==> config.mk <==
export PLATFORM = sky130hd
export DESIGN_NAME = sacs_sequencer
export DESIGN_NICKNAME = d
export VERILOG_FILES = /design/src/hw/sacs_sequencer.v
export VERILOG_INCLUDE_DIRS = /design/src /design/src/hw
export SDC_FILE = /design/constraint.sdc
export NUM_CORES = 1
export LEC_CHECK = 0
export ABC_AREA = 1
export BUFFER_PORTS_ARGS = -buffer_cell sky130_fd_sc_hd__buf_2
export CORE_MARGIN = 1
export CORE_UTILIZATION = 40
export DETAILED_ROUTE_END_ITERATION = 7
export SYNTH_ARGS = -nofsm -noshare
export SYNTH_HDL_FRONTEND = slang
export SYNTH_SLANG_ARGS = --single-unit
==> constraint.sdc <==
create_clock -name clk -period 5.31 [get_ports clk]
set_clock_uncertainty 0.2 [all_clocks]
set_input_delay 0.531 -clock clk [delete_from_list [all_inputs] [get_ports clk]]
set_output_delay 0.531 -clock clk [all_outputs]
set_load 0.01 [all_outputs]
==> src/hw/sacs_consts.vh <==
// constants for the converter control sequencer
`ifndef SACS_CONSTS_VH
`define SACS_CONSTS_VH
// register byte addresses (index times four)
`define SACS_IDX_CTRL1 8'h1C
`define SACS_IDX_CTRL2 8'h1D
`define SACS_IDX_RESLO 8'h1E
`define SACS_IDX_RESHI 8'h1F
`define SACS_ADDR_W 10
`define SACS_ADDR_CTRL1 10'h070
`define SACS_ADDR_CTRL2 10'h074
`define SACS_ADDR_RESLO 10'h078
`define SACS_ADDR_RESHI 10'h07C
// reset values
`define SACS_CTRL1_RST 8'h10
`define SACS_CTRL2_RST 6'h10
`define SACS_RESHI_RST 8'h00
// control one fields
`define SACS_C1_START 7
`define SACS_C1_MODE_HI 6
`define SACS_C1_MODE_LO 5
`define SACS_C1_AINDIS 4
`define SACS_C1_CH_HI 3
// control two fields
`define SACS_C2_LADDER 5
`define SACS_C2_TIME_HI 3
`define SACS_C2_TIME_LO 1
// status fields
`define SACS_S_DONE 5
`define SACS_S_BUSY 4
// modes
`define SACS_MODE_OFF 2'h0
`define SACS_MODE_SINGLE 2'h1
`define SACS_MODE_REPEAT 2'h3
// conversion time in system clock periods per code
`define SACS_T0 11'h027
`define SACS_T2 11'h04E
`define SACS_T3 11'h09C
`define SACS_T4 11'h138
`define SACS_T5 11'h270
`define SACS_T6 11'h4E0
`define SACS_NBITS 4'hA
`endif

==> src/hw/sacs_sequencer.v <==
// converter control sequencer with avalon-mm register slave
// Behaviour
// single mode start bit begins one conversion
// mode 00 off, 01 single, 11 repeat
// four-bit channel code n selects input n
// control one bit 4 disables analog inputs
// start bit self-clears once conversion starts
// software never restarts during running conversion
// result, done flag, interrupt set together
// result bits packed into high/low registers
// reading high result clears done flag; code does so only while idle, never while a conversion runs
// busy set at start, cleared finish/standby
// done and busy flags are read-only
// low result bits three-zero are unstable; code reads bit 3 as zero
// control two bits seven-six read undefined
// software writes bit0 zero, bit4 one
// ladder bit keeps ladder always connected
// time code selects 39..1248 clock periods; code runs ten steps of a tenth rounded down, 30..1240
// software avoids reserved time codes
// change channel only while not busy
// standby resets control registers, blocks writes
// software disables inputs when none used
// repeat mode restarts after each completion
// writing off mode aborts, no result stored
// new start clears done, keeps old result
// ten decisions msb first, then complete
`timescale 1ns/10ps
`include "sacs_consts.vh"
module sacs_sequencer (
   // clock and reset
   input wire clk,
   input wire rst_n,
   // avalon-mm slave
   input wire [`SACS_ADDR_W-1:0] address,
   input wire read,
   input wire write,
   input wire [31:0] writedata,
   output reg [31:0] readdata,
   output wire waitrequest,
   // power state
   input wire standby,
   // analog side
   input wire compHigh,
   output reg [3:0] channelSel,
   output reg inputDisable,
   output reg ladderOn,
   output reg sampleOn,
   output reg [9:0] trialCode,
   output reg conversionCompleteIrq
);
   localparam IDLE = 1'b0;
   localparam CONV = 1'b1;

   reg [7:0] ctrlOne;
   reg [5:0] ctrlTwo;
   reg [9:0] result;
   reg doneFlag;
   reg busyFlag;
   reg state;
   reg [9:0] sar;
   reg [3:0] bitIdx;
   reg [10:0] cycCnt;
   reg [10:0] stepLen;
   reg ackPend;
   reg [2:0] unstable;
   reg [10:0] periods;

   wire [1:0] mode = ctrlOne[`SACS_C1_MODE_HI:`SACS_C1_MODE_LO];
   wire [2:0] timeCode = ctrlTwo[`SACS_C2_TIME_HI:`SACS_C2_TIME_LO];
   // writes and the clearing read land on the edge after the wait, while waitrequest is low
   wire wrCtrlOne = write && ackPend && address == `SACS_ADDR_CTRL1;
   wire wrCtrlTwo = write && ackPend && address == `SACS_ADDR_CTRL2;
   wire rdResHi = read && ackPend && address == `SACS_ADDR_RESHI;
   // single-mode start; R21 repeat also started by the bit
   wire startReq = ctrlOne[`SACS_C1_START] && state == IDLE &&
      (mode == `SACS_MODE_SINGLE || mode == `SACS_MODE_REPEAT);
   wire stepEnd = state == CONV && cycCnt == 11'h001;
   wire lastBit = bitIdx == 4'h0;
   wire bitOne = stepEnd && compHigh;
   // decision for the bit under trial
   wire [9:0] sarNext = bitOne ? sar : (sar & ~(10'h001 << bitIdx));
   wire finish = stepEnd && lastBit;
   // off mode written during conversion aborts
   wire abortNow = state == CONV && mode == `SACS_MODE_OFF;

   // one-cycle wait state: answer on the edge after the request
   assign waitrequest = (read || write) && !ackPend;

   // conversion time per code; reserved codes fall back
   always @* begin
      case (timeCode)
         3'h0: periods = `SACS_T0;
         3'h2: periods = `SACS_T2;
         3'h3: periods = `SACS_T3;
         3'h4: periods = `SACS_T4;
         3'h5: periods = `SACS_T5;
         3'h6: periods = `SACS_T6;
         default: periods = `SACS_T6;
      endcase
   end

   always @(posedge clk or negedge rst_n) begin
      if (!rst_n) begin
         ackPend <= 1'b0;
         readdata <= 32'h0000_0000;
         unstable <= 3'h0;
      end else begin
         ackPend <= (read || write) && !ackPend;
         unstable <= unstable + 3'h1;
         if (read && !ackPend) begin
            case (address)
               `SACS_ADDR_CTRL1: readdata <= {24'h0, ctrlOne};
               // top bits of control two read as free bits
               `SACS_ADDR_CTRL2:
                  readdata <= {24'h0, unstable[1:0], ctrlTwo};
               // low result bits and flags; R12 bits 2-0 unstable, bit 3 zero
               // flags come only from hardware
               `SACS_ADDR_RESLO:
                  readdata <= {24'h0, result[1:0], doneFlag, busyFlag,
                     1'b0, unstable};
               `SACS_ADDR_RESHI: readdata <= {24'h0, result[9:2]};
               default: readdata <= 32'h0000_0000;
            endcase
         end
      end
   end

   always @(posedge clk or negedge rst_n) begin
      if (!rst_n) begin
         ctrlOne <= `SACS_CTRL1_RST;
         ctrlTwo <= `SACS_CTRL2_RST;
      end else if (standby) begin
         // standby forces defaults and drops writes
         ctrlOne <= `SACS_CTRL1_RST;
         ctrlTwo <= `SACS_CTRL2_RST;
      end else begin
         if (wrCtrlOne)
            ctrlOne <= writedata[7:0];
         // start bit cleared once conversion starts
         else if (startReq)
            ctrlOne[`SACS_C1_START] <= 1'b0;
         if (wrCtrlTwo)
            ctrlTwo <= writedata[5:0];
      end
   end

   always @(posedge clk or negedge rst_n) begin
      if (!rst_n) begin
         state <= IDLE;
         sar <= 10'h000;
         bitIdx <= 4'h0;
         cycCnt <= 11'h000;
         stepLen <= 11'h000;
         result <= {`SACS_RESHI_RST, 2'h0};
         doneFlag <= 1'b0;
         busyFlag <= 1'b0;
         conversionCompleteIrq <= 1'b0;
      end else begin
         conversionCompleteIrq <= 1'b0;
         if (standby) begin
            // busy dropped on standby; results discarded
            state <= IDLE;
            busyFlag <= 1'b0;
            doneFlag <= 1'b0;
            result <= {`SACS_RESHI_RST, 2'h0};
         end else if (abortNow) begin
            state <= IDLE;
            busyFlag <= 1'b0;
         end else if (finish) begin
            // result, done flag and interrupt together
            result <= sarNext;
            doneFlag <= 1'b1;
            conversionCompleteIrq <= 1'b1;
            // repeat mode chains the next conversion
            if (mode == `SACS_MODE_REPEAT) begin
               sar <= 10'h200;
               bitIdx <= `SACS_NBITS - 4'h1;
               cycCnt <= stepLen;
            end else begin
               state <= IDLE;
               busyFlag <= 1'b0;
            end
         end else if (startReq) begin
            // busy set at start
            // done cleared, old result kept
            state <= CONV;
            busyFlag <= 1'b1;
            doneFlag <= 1'b0;
            sar <= 10'h200;
            bitIdx <= `SACS_NBITS - 4'h1;
            stepLen <= periods / {7'h0, `SACS_NBITS};
            cycCnt <= periods / {7'h0, `SACS_NBITS};
         end else if (stepEnd) begin
            // keep or drop bit, then try the next lower
            sar <= sarNext | (10'h001 << (bitIdx - 4'h1));
            bitIdx <= bitIdx - 4'h1;
            cycCnt <= stepLen;
         end else if (state == CONV) begin
            cycCnt <= cycCnt - 11'h001;
         end else if (rdResHi) begin
            // reading the high result clears done, reached only while idle
            doneFlag <= 1'b0;
         end
      end
   end

   always @(posedge clk or negedge rst_n) begin
      if (!rst_n) begin
         channelSel <= 4'h0;
         inputDisable <= 1'b1;
         ladderOn <= 1'b0;
         sampleOn <= 1'b0;
         trialCode <= 10'h000;
      end else begin
         // channel code passed straight to the mux
         channelSel <= ctrlOne[`SACS_C1_CH_HI:0];
         // analog input disable
         inputDisable <= ctrlOne[`SACS_C1_AINDIS];
         // ladder always on or only while converting
         ladderOn <= ctrlTwo[`SACS_C2_LADDER] || state == CONV;
         sampleOn <= state == CONV;
         trialCode <= sar;
      end
   end
endmodule

==> impl_summary.log <==
INFO  metric post_route_cells_drive_above_1_share = 16.7%
INFO  metric die_width = 111 um
INFO  metric syn-instance-count = 564
INFO  metric drt-wirelength-per-cell = ~14 um
INFO  metric min_delay_path_depth = 0
INFO  metric maximum_number_of_pins_on_one_net_before_global_route_repair = 61
INFO  metric cts_resized = 0
INFO  metric worst_setup_path_end_kind = register
INFO  metric clk_root_buffer_cell = clkbuf_16
INFO  metric final_cell_count_no_fill = 764
INFO  metric worst_setup_slack_after_placement = 1.82 ns
INFO  metric drt-total-wl = about 10 mm
INFO  metric r2r-start = ctrlTwo[2]
INFO  metric powerDensity = 295 nW/um^2
INFO  metric initialDrtViolationCount = around 140
INFO  metric rows = 39
INFO  metric via_count_of_the_first_global_routing_pass = 3,766
INFO  metric floorplan.core_area = about 11,000 sq um
INFO  metric design.die.area = 12,200 sq um
INFO  metric run_status = complete, no violations
INFO  metric dr_total_vias = 3,863
INFO  metric setup_crit_start = ctrlTwo[2]
INFO  metric timing_hold_violations_final = 0
INFO  metric synth.distinct_cells = 44
INFO  metric worstPathMaxFanout = 8
INFO  metric period_needed = 3.52 ns
INFO  metric synth_area = 4710 sq um
INFO  metric worstSkewPairLatency = 0.35 ns
INFO  metric setup_viol = 0
INFO  metric netlist_top_cells_area = dfrtp_1, nand2_1, inv_1
INFO  metric io_buffers = 50
INFO  metric yosysTopAreaCellShare = 45.6%
INFO  metric drc_violations = 0
INFO  metric placed_cells_incl_taps = 747
INFO  metric tritoncts.num_buffers = 9
INFO  metric holdCritPathClass = reg2reg
INFO  metric reg2reg_depth = 22
INFO  metric route.detailed.vias_per_inst = 5.06
INFO  metric top_level_ports = between 90 and 100
INFO  metric setup.reg_to_reg.worst_slack = roughly 1.8 ns
INFO  metric tns = 0 ns
INFO  metric grt.overflow.total = 0
INFO  metric crit-reg2reg-capture = cycCnt[2]
INFO  metric max_cap_violations = 0
INFO  metric netlist.top_cell.by_area = dfrtp_1
INFO  metric power.leakage = 2.63 nW
INFO  metric ir_worst_vdd = 276 uV
INFO  metric number_of_antenna_violations_at_the_first_check_in_global_routing = 0
INFO  metric max_slew_margin = 25.7%
INFO  metric critPathRequiredTime = approximately 5.3 ns
INFO  metric cts.repair_timing.setup_buffer_count = 0
INFO  metric maxSlewViolCount = 0
INFO  metric chipHeight = 111 um
INFO  metric detailedRoute.firstPassIterationCount = 4
INFO  metric clk_pin_slew_worst_paths = 0.07 ns
INFO  metric fmax = 0.284 GHz
INFO  metric crit_arrival = 3.55 ns
INFO  metric rsz_0062_raised_after_global_routing = no
INFO  metric max_slew.worst_pin.slew = approximately 1.1 ns
INFO  metric yosys_register_bits = 89
INFO  metric grt_usage = between 10% and 20%
INFO  metric finalNetCount = a little under 700
INFO  metric gp_routability_congestion = 0.835
INFO  metric whs_endpoint = trialCode[8]
INFO  metric post_layout_utilization_of_the_core = 46.5%
INFO  metric postSynthAreaPerCell = 8.36 sq um
INFO  metric drtAntennaViolNets = 0
INFO  metric critical_path_class = reg2reg
INFO  metric timing.critical_path.from_type = register
INFO  metric initial_cell_density_of_the_core = approximately 40%
INFO  metric holdCritStartpoint = sar[8]
INFO  metric clkSinkCount = 89
INFO  metric total_chip_power = ~0.0016 W
INFO  metric hpwl_reported_at_the_end_of_detailed_placement = just under 8 mm
INFO  metric cts.htree.levels = 3
INFO  metric timing.final.crit_share = approximately 66%
INFO  metric tritoncts = yes
INFO  metric grt_pass1_wl = 18.0 mm
INFO  metric ys_warn_count = 0
INFO  metric clock_path_buffers = 2
INFO  metric area_growth = 13.0%
INFO  metric insertedDiodeCount = 0
INFO  metric setup_ws = ~1.8 ns
INFO  metric synth-seq-area-share = 47.3%
==> per-layer routing <==
metal | vias to the layer above | global-route usage (%) | part of all wire [%]
met5 | - | 0 | 0
met4 | 0 | 6.49 | 1.9
met3 | 15 | 4.99 | 3.5
met2 | 78 | 29.4 | 48
met1 | 1842 | 23.7 | 47
li1 | 1928 | - | -
==> worst max-delay path: stages (launching register included) <==
cell and delay [ns]:
dfrtp_1 0.54, inv_2 0.10, ha_1 0.43, nand2_1 0.13, inv_1 0.07, ha_1 0.27
nand2_1 0.09, nor2_1 0.14, nor2_2 0.06, nand2_2 0.09, nand3_1 0.11, a21oi_1 0.29
nand3_1 0.13, nand2_2 0.11, inv_2 0.04, nand2_2 0.07, nand2_2 0.08, nand2_2 0.09
nand4_1 0.07, inv_1 0.09, o21ai_1 0.06, nand2_1 0.07, nand2_1 0.06
==> how the worst max path moves through the flow <==
stage | end | slack [ns]
floorplan | cycCnt[1] | 2.34
global placement | sar[0] | 1.91
detailed placement | cycCnt[2] | 1.82
CTS | cycCnt[2] | 1.79
global route | cycCnt[2] | 1.42
finish | cycCnt[2] | 1.79
==> power by group <==
group / internal, W / switching [W]
logic: 0.0000635 / 0.000140
registers: 0.000694 / 0.0000139
clock network: 0.000383 / 0.000279
total: 0.00114 / 0.000433
==> kinds of logic after synthesis <==
logic type	count (synthesis)	synth area share (%)
simple gates	212	20.5
compound gates	121	15.0
buf+inv	118	11.6
flops	89	47.3
fa+ha+maj	14	3.72
xor+xnor	9	1.67
other cells	1	0.0795
==> layout by cell type, fill, tap and decap left out, types with 9 or more instances in the layout <==
master,n
a21oi_1,17
a31oi_1,11
buf_2,49
clkbuf_16,9
conb_1,24
dfrtp_1,86
ha_1,14
inv_1,75
nand2_1,103
nand2_2,14
nand3_1,30
nor2_1,37
o21ai_0,49
o22ai_1,21
==> synthesized netlist by cell type <==
cell	count
buf_6	1
a21oi_1	17
buf_4	25
dfstp_2	3
o221ai_1	1
a2111oi_0	1
clkinv_2	1
conb_1	1
o31ai_1	1
a21oi_2	1
buf_2	2
nand2_2	14
a21boi_0	1
xor2_1	7
a221oi_1	7
clkbuf_1	5
dfrtp_1	86
a32oi_1	1
ha_1	14
o21ai_0	49
a31oi_1	11
o21ai_1	4
o21bai_1	2
clkinv_1	2
nor3_1	3
nor3b_1	2
nor4_2	1
nand3_1	30
a41oi_1	2
nor4_1	3
o211ai_1	2
o22ai_1	21
buf_1	1
nand4_1	7
xnor2_1	2
inv_2	6
inv_1	75
nand3_2	5
nor2_2	3
nor2_1	37
or2_2	2
nand3b_1	1
nand2_4	1
nand2_1	103
==> area by class of cell <==
type | count | area (sq um)
Fill cell | 1108 | 6140
Sequential cell | 89 | 2230
Multi-Input combinational cell | 380 | 2020
Inverter | 84 | 317
Timing Repair Buffer | 52 | 270
Clock buffer | 10 | 239
Tap cell | 143 | 179
Clock inverter | 6 | 70.1
==> flip-flops by register name, summed over array words and instances, names as in the netlist, 3 cells and up <==
name and cells:
bitIdx 4, channelSel 4, ctrlOne 8, ctrlTwo 6, cycCnt 11, readdata 8, result 10, sar 10
stepLen 8, trialCode 10, unstable 3
==> metrics by stage <==
stage / cell area [sq um] / hold WS (ns)
CTS: 5330 / 0.176
detailed placement: 5010 / 0.160
global route: 5330 / 0.188
global placement: 5010 / 0.159
floorplan: 4800 / 0.0354
finish: 5330 / 0.173
==> what timing repair did <==
item                                   CTS  global route
setup endpoints to repair                0             0
endpoints found under the hold margin   29             0
hold buffers                             1             0
(Power assumes the default switching activity.)
